$ cat config.mk
export PLATFORM = sky130hd
export DESIGN_NAME = stim_one_config
export DESIGN_NICKNAME = d
export VERILOG_FILES = /design/src/hdl/stim_one_pkg.sv /design/src/hdl/stim_one_if.sv /design/src/hdl/stim_cond_sync.sv /design/src/hdl/stim_one_config.sv
export VERILOG_INCLUDE_DIRS = /design/src /design/src/hdl
export SDC_FILE = /design/constraint.sdc
export NUM_CORES = 1
export LEC_CHECK = 0
export BUFFER_PORTS_ARGS = -buffer_cell sky130_fd_sc_hd__buf_2
export CORE_ASPECT_RATIO = 0.75
export CORE_MARGIN = 2
export CORE_UTILIZATION = 50
export DETAILED_ROUTE_END_ITERATION = 8
export GPL_TIMING_DRIVEN = 0
export PLACE_DENSITY = 0.64
export SYNTH_ARGS = -nofsm -noshare
export SYNTH_HDL_FRONTEND = slang
export SYNTH_SLANG_ARGS = --single-unit
$ cat constraint.sdc
create_clock -name clk -period 11.1 [get_ports clk]
set_input_delay 1.11 -clock clk [delete_from_list [all_inputs] [get_ports clk]]
set_output_delay 1.11 -clock clk [all_outputs]
set_load 0.01 [all_outputs]
$ cat src/hdl/stim_one_cfg.svh
// Constants for the stimulus-one behaviour register and its timer.
// Assumes a 40 MHz clock; included by bare name, definitions only.
`ifndef STIM_ONE_CFG_SVH
`define STIM_ONE_CFG_SVH
`define CLK_HZ            40000000
`define CYC_PER_MS        (`CLK_HZ / 1000)
`define REG_RESET         8'h00
`define REG_WRITE_MASK    8'h7f
`define BIT_TIMER_MODE    6
`define DELAY_MSB         5
`define DELAY_LSB         3
`define SRC_MSB           2
`define SRC_LSB           0
`define DELAY_MS_0        0
`define DELAY_MS_1        1
`define DELAY_MS_2        5
`define DELAY_MS_3        10
`define DELAY_MS_4        20
`define DELAY_MS_5        40
`define DELAY_MS_6        80
`define DELAY_MS_7        100
`define SRC_SUPPLY_PRE    3'h0
`define SRC_PLUS_ABOVE    3'h1
`define SRC_MINUS_ABOVE   3'h2
`define SRC_WINDOW        3'h3
`define SRC_RESERVED      3'h4
`define SRC_SUPPLY_POST   3'h7
`define WINDOW_LOW_MV     400
`endif

$ cat src/hdl/stim_one_pkg.sv
// Types for the stimulus-one configuration block.
// Assumes stim_one_cfg.svh supplies the numeric constants.
package stim_one_pkg;
	typedef enum logic [1:0] {IDLE, DELAYING, HOLDING, WAIT_CLEAR} phase_type;
	typedef struct packed {
		logic       stim_one_timer_mode;
		logic [2:0] stim_one_delay_code;
		logic [2:0] stim_one_source_select;
	} cfg_type;
endpackage

$ cat src/hdl/stim_one_if.sv
// Interface carrying synchronised condition levels into the core.
// Assumes one clock; driven by the synchroniser, read by the top.
`timescale 1ns/100ps
`default_nettype none
interface stim_cond_if;
	logic [4:0] level;
	modport src (output level);
	modport dst (input level);
endinterface
`default_nettype wire

$ cat src/hdl/stim_cond_sync.sv
// Two-flop synchronisers for the analogue comparator and supply levels.
// Assumes the inputs are asynchronous to clk.
`timescale 1ns/100ps
`default_nettype none
module stim_cond_sync #(
	parameter int N = 5
) (
	// Clock and reset
	input  wire logic         clk,
	input  wire logic         rst_b,
	// Raw levels
	input  wire logic [N-1:0] raw,
	// Synchronised levels
	stim_cond_if.src          cond
);
	logic [N-1:0] meta_reg;
	logic [N-1:0] sync_reg;

	// First stage feeds only the second stage
	always_ff @(posedge clk or negedge rst_b) begin
		if (!rst_b) begin
			meta_reg <= '0;
			sync_reg <= '0;
		end else begin
			meta_reg <= raw;
			sync_reg <= meta_reg;
		end
	end
	assign cond.level = sync_reg;
endmodule
`default_nettype wire

$ cat src/hdl/stim_one_config.sv
// Stimulus-one behaviour register, source select and delay/hold timer.
// Assumes comparator and supply levels arrive as async pins; one 40 MHz clock.
`timescale 1ns/100ps
`include "stim_one_cfg.svh"
`default_nettype none
// How it works
// - Bit 7 is not stored and always reads back as zero.
// - With the timer mode bit set the response is applied the moment stimulus one is seen.
// - In that mode the response is held the full time, then dropped once the stimulus is gone.
// - With the timer mode bit clear the response follows only after the programmed delay.
// - Delay codes 0 to 7 select 0, 1, 5, 10, 20, 40, 80 and 100 ms.
// - The three source bits choose which condition counts as stimulus one.
// - Source 000, the reset value, uses supply ready before the switch closes.
// - Source 001 uses the plus data line above the stimulus-one threshold.
// - Source 111 uses supply present after the switch has closed.
// - The window option compares the plus line against the threshold and a fixed 400 mV floor.
module stim_one_config
	import stim_one_pkg::*;
#(
	parameter int CLK_HZ = `CLK_HZ
) (
	// Clock and reset
	input  wire logic       clk,
	input  wire logic       rst_b,
	// Register port
	input  wire logic       reg_wr,
	input  wire logic [7:0] reg_wdata,
	output logic      [7:0] reg_rdata,
	// Asynchronous condition levels
	input  wire logic       supply_ready_pre,
	input  wire logic       supply_present_post,
	input  wire logic       plus_above_thresh,
	input  wire logic       minus_above_thresh,
	input  wire logic       plus_above_floor,
	// Response
	output logic            response,
	output logic            stim_active
);
	localparam int MS_CYC = CLK_HZ / 1000;
	localparam int CW     = $clog2(`DELAY_MS_7 * MS_CYC + 1);

	typedef struct packed {
		cfg_type       cfg;
		phase_type     phase;
		logic [CW-1:0] count;
		logic          resp;
		logic          stim_prev;
	} state_type;

	state_type state_reg, state_next;
	logic      stim;
	logic      stim_rise;
	logic [CW-1:0] load;

	stim_cond_if cond ();

	stim_cond_sync #(.N(5)) u_sync (
		.clk   (clk),
		.rst_b (rst_b),
		.raw   ({plus_above_floor, minus_above_thresh, plus_above_thresh,
		         supply_present_post, supply_ready_pre}),
		.cond  (cond)
	);

	// Delay code to cycle count
	function automatic logic [CW-1:0] delay_cycles(input logic [2:0] code);
		int ms;
		case (code)
			3'h0:    ms = `DELAY_MS_0;
			3'h1:    ms = `DELAY_MS_1;
			3'h2:    ms = `DELAY_MS_2;
			3'h3:    ms = `DELAY_MS_3;
			3'h4:    ms = `DELAY_MS_4;
			3'h5:    ms = `DELAY_MS_5;
			3'h6:    ms = `DELAY_MS_6;
			default: ms = `DELAY_MS_7;
		endcase
		return CW'(ms * MS_CYC);
	endfunction

	// Source selection; window floor is a fixed 400 mV comparator on the plus line
	always_comb begin
		case (state_reg.cfg.stim_one_source_select)
			`SRC_SUPPLY_PRE:  stim = cond.level[0];
			`SRC_PLUS_ABOVE:  stim = cond.level[2];
			`SRC_MINUS_ABOVE: stim = cond.level[3];
			`SRC_WINDOW:      stim = !cond.level[2] && cond.level[4];
			`SRC_SUPPLY_POST: stim = cond.level[1];
			`SRC_RESERVED:    stim = 1'b0;
			default:          stim = 1'b0;
		endcase
	end

	// Only a rising stimulus starts the timer, never a level that merely stays present
	assign stim_rise = stim && !state_reg.stim_prev;
	assign load      = delay_cycles(state_reg.cfg.stim_one_delay_code);

	// Next-state logic: register write, then the timer sequence
	always_comb begin
		state_next           = state_reg;
		state_next.stim_prev = stim;
		if (reg_wr) begin
			state_next.cfg = cfg_type'(reg_wdata[`BIT_TIMER_MODE:`SRC_LSB] & 7'(`REG_WRITE_MASK));
		end
		case (state_reg.phase)
			IDLE: begin
				if (stim_rise) begin
					if (state_reg.cfg.stim_one_timer_mode) begin
						state_next.resp  = 1'b1;
						state_next.count = load;
						state_next.phase = (load == '0) ? WAIT_CLEAR : HOLDING;
					end else if (load == '0) begin
						state_next.resp  = 1'b1;
						state_next.phase = WAIT_CLEAR;
					end else begin
						state_next.count = load;
						state_next.phase = DELAYING;
					end
				end
			end
			DELAYING: begin
				if (state_reg.count == CW'(1)) begin
					state_next.resp  = 1'b1;
					state_next.phase = WAIT_CLEAR;
				end
				state_next.count = state_reg.count - CW'(1);
			end
			HOLDING: begin
				state_next.count = state_reg.count - CW'(1);
				if (state_reg.count == CW'(1)) begin
					state_next.phase = WAIT_CLEAR;
				end
			end
			WAIT_CLEAR: begin
				// Response stays until the stimulus goes away; waiting here stops
				// a stimulus that stays present from restarting the timer
				if (!stim) begin
					state_next.resp  = 1'b0;
					state_next.phase = IDLE;
				end
			end
			default: state_next.phase = IDLE;
		endcase
	end

	// State register
	always_ff @(posedge clk or negedge rst_b) begin
		if (!rst_b) begin
			state_reg <= '{cfg: cfg_type'(7'(`REG_RESET)), phase: IDLE,
			               count: '0, resp: 1'b0, stim_prev: 1'b0};
		end else begin
			state_reg <= state_next;
		end
	end

	// Outputs; top bit is not stored
	assign reg_rdata   = {1'b0, state_reg.cfg};
	assign response    = state_reg.resp;
	assign stim_active = state_reg.stim_prev;
endmodule
`default_nettype wire

==> run summary, run 1 <==
Post-DRT Antenna Nets: 0
max-cap check violation count: 0
hold crit path type: register to register
buffers inserted during post-CTS setup optimization: 0
cell area after layout: 4020 um^2
power density relative to cell area: 234 nW/um^2
Largest register FFs: 24
headroom to the max-slew limit: 0.336
peak clock frequency supported by timing: 158 MHz
proportion of synthesized flip-flops having asynchronous set or reset: 1.00
combined flip-flop and latch cell area: 1080 um^2
initial detailed-routing violation count: 293
PostCTS Resize Cnt: 0
Core Box Area: 6960 um^2
gate count after technology mapping: 408
Clock Path Buffers: 2
total via count in the routed design: 3193
number of CTS-inserted buffers: 5
Syn Std Cell Area: 3660 um^2
clock-pin slew reported for the worst setup and hold paths after clock tree synthesis: 0.09 ns
Synth cell types: 56
width of the chip: 103 um
filler cell count in the final layout: 676
utilization after layout: 0.577
Vert. Die Dim: 78.1 um
clock network latency to the later pin of the worst-skew pair: 0.30 ns
number of global-route vias before repair: 3014
nets@finish: 500
unrepaired setup endpoints after global routing: false
number of synthesis warnings: 0
master of the slowest instance on the critical path: o41ai_4
Final Critical Period: 6.33 ns
worst hold slack: 0.354 ns
crit-path max cell delay: 0.58 ns
CTS tree: yes
number of antenna violations at the first check in global routing: 0
clock sink total: 43
combined area of the multi-input logic cells: 2290 um^2
Syn Nets: 470
num ports: 26
Area Overhead vs Synth: 9.63%
detail-routed net length per standard cell: 17.1 um
critical path arrival: 6.52 ns
CTS H-tree lvls: 2
Peak VDD IR: 134 uV
# placed instances: 529
average cell area after synthesis: 8.98 um^2
Worst Tran Pin Value: 0.996 ns
startpoint type of the worst setup path: register
critical path, cell by cell: inv_1 > nor2_1 > nand2_1 > ha_1 > nor2_1 > o21ai_0 > inv_1 > ha_1 > ha_1 > inv_1 > fa_1 > inv_1 > fa_1 > ha_1 > buf_2 > o21ai_1 > a211oi_1 > mux2i_1 > or2_1 > o41ai_4 > nand2_1 > o211a_1
# setup viols final: 0
EDFF count, synth: 0
worst clock skew on the final layout: 0.00958 ns
Starting Density: 0.526
top flip-flop cell by instance count after synthesis: dfrtp_1
post-place instance area: 3900 um^2
Lkg Pwr: 1.86 nW
#FFs+latches synth: 43
most common cell after layout, fill and taps aside: inv_1
largest fanout of any net on the critical path: 9
Diodes inserted: 0
Setup crit end kind: register
Setup CP Type: register to register
detail-routed via count per cell: 5.95
fraction of the yosys area taken by sequential cells: 0.294
leading cell types in the layout, fill and taps excluded: inv_1, dfrtp_1, ha_1
die area: 8030 um^2
Root Driver: clkbuf_8
final standard cell count with taps included and fillers excluded: 537
total of hold buffers inserted after clock tree synthesis: 0
count of final max-slew check failures: 0
share of final-layout standard cells stronger than drive strength 1: 0.146
detailed-route DRC error count: 0
portion of the clock cycle consumed by the worst path in the final layout: 0.570
GRT overflow: 0
maximum number of pins on one net before global-route repair: 44
first-pass iteration count of the detailed router: 5
sum of negative setup slack: 0 ns
aggregate routed wire length: 9210 um
dpl hpwl: 6920 um
critical path required time: 11.29 ns
Port Buffers: 23
Final Hold Viols: 0
Overall Global Routing Usage: 0.240
placer's final routability congestion estimate: 0.926
status: complete, no violations
first-pass GRT wire length: 14800 um
Rows: 26
## cells in the mapped netlist, types with 7 or more instances
library cell  instances  area, um^2
xnor2_1               7        61.3
o31ai_1               7        52.6
o21ai_0              11        55.1
a211oi_1              7        52.6
nor3_1               28         140
nand3_1              12        60.1
nand2_1              25        93.8
nand4_1               8        50.1
o21ai_1               7        35.0
fa_1                  7         140
clkbuf_1             10        37.5
dfrtp_1              43        1080
a2111oi_0             8        70.1
inv_1                44         165
a21oi_1              11        55.1
a21o_1                7        52.6
buf_2                 7        35.0
nand2b_1              7        43.8
ha_1                 39         488
a31oi_1               8        50.1
buf_4                 8        60.1
nor2_1               26        97.6
## cell families (layout without fill, tap and decap cells)
family / count (synthesis) / count (layout) / share of synthesized area
other cells: 1 / 1 / 0.00102
flops: 43 / 43 / 0.294
fa+ha+maj: 46 / 46 / 0.171
compound gates: 97 / 97 / 0.207
buf+inv: 70 / 101 / 0.0823
xor+xnor: 9 / 9 / 0.0236
mux: 14 / 14 / 0.0441
simple gates: 128 / 128 / 0.177
## worst paths after layout
kind / slack, ns / from / depth (start not counted) / endpoint
min in group asynchronous: 0.95 / rst_b / 1 / state_reg[24]
max reg2reg: 4.77 / reg_rdata[5] / 22 / state_reg[19]
min reg2reg: 0.35 / u_sync.meta_reg[1] / 0 / u_sync.cond.level[1]
max in group asynchronous: 9.51 / rst_b / 1 / u_sync.cond.level[3]
max: 4.77 / reg_rdata[5] / 22 / state_reg[19]
min: 0.35 / u_sync.meta_reg[1] / 0 / u_sync.cond.level[1]
## metal layers
| metal | vias up | track usage | share of wire |
|---|---|---|---|
| met3 | 11 | 0.0356 | 0.054 |
| met1 | 1538 | 0.370 | 0.51 |
| met2 | 105 | 0.349 | 0.42 |
| met4 | 0 | 0.0632 | 0.013 |
| li1 | 1539 | - | - |
| met5 | - | 0 | 0 |
## worst max-delay path: cells and delay by family, from the launching register on
kind            cells  cell delay [ns]
mux                 1             0.15
flops               1             0.48
buf+inv             5             0.70
simple gates        5             1.04
fa+ha+maj           6             1.96
compound gates      5             1.89
## through the flow
stage               setup slack, ns  power, W
floorplan                      5.83  0.000658
global placement               4.88  0.000790
detailed placement             4.83  0.000800
CTS                            4.80  0.000933
global route                   4.36   0.00102
finish                         4.77  0.000941
## final cells by class
cell class / instances / area share
multi-input combinational: 295 / 0.569
sequential: 43 / 0.268
inverter: 45 / 0.0421
buffer: 25 / 0.0330
tap: 98 / 0.0305
timing repair buffer: 23 / 0.0287
clock buffer: 5 / 0.0171
clock inverter: 3 / 0.0115
## power by group
group	internal (W)	switching, W
sequential	0.000212	0.0000568
combinational	0.000200	0.000344
clock	0.0000679	0.0000613
total	0.000480	0.000462
Note: power is estimated with default switching activity, not from simulation.
==> inputs of run 2 (changes only) <==
--- a/config.mk
+++ b/config.mk
@@ -12,7 +12,7 @@
 export CORE_UTILIZATION = 50
 export DETAILED_ROUTE_END_ITERATION = 8
 export GPL_TIMING_DRIVEN = 0
-export PLACE_DENSITY = 0.64
+export PLACE_DENSITY = 0.67
 export SYNTH_ARGS = -nofsm -noshare
 export SYNTH_HDL_FRONTEND = slang
 export SYNTH_SLANG_ARGS = --single-unit
==> constraint.sdc (replaced) <==
create_clock -name clk -period 5.4 [get_ports clk]
set_input_delay 0.54 -clock clk [delete_from_list [all_inputs] [get_ports clk]]
set_output_delay 0.54 -clock clk [all_outputs]
set_load 0.01 [all_outputs]
==> run 2 against run 1 <==
Net effect: clock skew grew 0.0027 ns; clock power up 64%; via count is 2.5% higher.
==> run summary, run 2 (synthesis results as in run 1) <==
status: complete, no violations
share of final-layout standard cells stronger than drive strength 1: 0.222
# setup viols final: 0
sum of negative setup slack: 0 ns
critical path arrival: 5.43 ns
Largest register FFs: 24
Vert. Die Dim: 78.1 um
peak clock frequency supported by timing: 192 MHz
startpoint type of the worst setup path: register
Lkg Pwr: 1.95 nW
width of the chip: 103 um
Setup Slack @ Placement: -0.926 ns
detailed-route DRC error count: 0
Root Driver: clkbuf_8
dpl hpwl: 6820 um
hold crit path type: input port to register
Starting Density: 0.526
detail-routed via count per cell: 5.92
CTS H-tree lvls: 2
clock network latency to the later pin of the worst-skew pair: 0.30 ns
number of global-route vias before repair: 3072
number of CTS-inserted buffers: 5
Worst Tran Pin Value: 1.00 ns
maximum number of pins on one net before global-route repair: 44
first-pass iteration count of the detailed router: 5
critical path required time: 5.61 ns
total via count in the routed design: 3272
utilization after layout: 0.608
nets@finish: 517
Rows: 26
crit-path max cell delay: 0.52 ns
initial detailed-routing violation count: 344
GRT overflow: 0
Diodes inserted: 0
leading cell types in the layout, fill and taps excluded: inv_1, dfrtp_1, ha_1
master of the slowest instance on the critical path: fa_1
Core Box Area: 6960 um^2
Final Hold Viols: 0
portion of the clock cycle consumed by the worst path in the final layout: 0.967
clock sink total: 43
post-place instance area: 3900 um^2
setup slack of the critical path after layout: 0.180 ns
placer's final routability congestion estimate: 0.926
CTS tree: yes
first-pass GRT wire length: 15200 um
max-cap check violation count: 0
Final Critical Period: 5.22 ns
die area: 8030 um^2
largest fanout of any net on the critical path: 10
power density relative to cell area: 462 nW/um^2
Clock Path Buffers: 2
count of final max-slew check failures: 0
Post-DRT Antenna Nets: 0
Setup CP Type: register to register
Overall Global Routing Usage: 0.242
Setup crit end kind: register
critical path, cell by cell: buf_6 > nor2_4 > nand2_1 > ha_4 > nor2_1 > o21ai_2 > buf_4 > ha_1 > inv_1 > fa_1 > fa_2 > fa_1 > nand2b_4 > a211oi_2 > mux2i_1 > or2_4 > o41a_1 > clkbuf_4 > a32o_1 > nor3_1
clock-pin slew reported for the worst setup and hold paths after clock tree synthesis: 0.09 ns
num ports: 26
Area Overhead vs Synth: 15.6%
detail-routed net length per standard cell: 17.0 um
worst clock skew on the final layout: 0.0122 ns
number of instances on the worst hold path: 1
cell area after layout: 4240 um^2
aggregate routed wire length: 9390 um
Port Buffers: 23
number of antenna violations at the first check in global routing: 0
worst-case reg-to-reg path depth: 20
Peak VDD IR: 245 uV
most numerous cell on the critical path: fa_1
headroom to the max-slew limit: 0.331
[run 2: changes by cell type in the layout (fill, tap and decap cells not counted), sizes merged]
cell,before,now
buf,38,54
bufinv,1,0
clkbuf,15,16
clkinv,0,2
clkinvlp,1,0
inv,46,45
[run 2: where the power goes]
group / internal (W) / leakage, nW / switching, W / total (W)
sequential: 0.000435 / 0.497 / 0.000117 / 0.000552
combinational: 0.000449 / 1.41 / 0.000744 / 0.00119
clock: 0.0000888 / 0.0440 / 0.000122 / 0.000211
total: 0.000973 / 1.95 / 0.000983 / 0.00196
[run 2: final cells by class]
type	instances	area, um^2
clock inverter	2	13.8
clock buffer	5	68.8
fill	642	2730
tap	98	123
inverter	45	169
multi-input combinational	295	2390
buffer	25	156
timing repair buffer	40	240
sequential	43	1080
[run 2: repair_timing]
item,in CTS,in global routing
hold buffers,0,0
gates resized for setup,9,35
setup buffers,7,9
gates cloned,0,1
endpoints found under the setup margin,25,24
pin swaps,6,11
[run 2: per-layer routing]
metal | vias up | global-route usage | routed length [um]
met2 | 130 | 0.342 | 3860
met3 | 18 | 0.0686 | 720
met5 | - | 0 | 0
met4 | 0 | 0.0539 | 146
li1 | 1573 | - | -
met1 | 1551 | 0.367 | 4660
[run 2: stage by stage]
step | instances | power, W | hold slack [ns]
after floorplan | 408 | 0.00135 | 0.244
after global placement | 529 | 0.00163 | 0.331
after detailed placement | 529 | 0.00165 | 0.335
after CTS | 543 | 0.00188 | 0.334
after global routing | 553 | 0.00213 | 0.327
final | 553 | 0.00196 | 0.334
[run 2: path summary, 6_finish.rpt]
kind	startpoint	to	slack [ns]
worst max-delay path	reg_rdata[4]	state_reg[14]	0.18
worst min-delay path	supply_ready_pre	u_sync.meta_reg[0]	0.33
worst max register to register	reg_rdata[4]	state_reg[14]	0.18
worst min register to register	u_sync.meta_reg[2]	u_sync.cond.level[2]	0.35
max in group asynchronous	rst_b	reg_rdata[5]	4.30
min in group asynchronous	rst_b	response	0.39
[run 2: critical path: cells and delay by family, from the launching register on]
family	cells	cell delay, ns
buffers and inverters	4	0.56
muxes	1	0.15
adders and majority gates	5	1.93
DFF	1	0.39
AOI/OAI and AO/OA	4	1.08
and+or+nand+nor	6	1.04
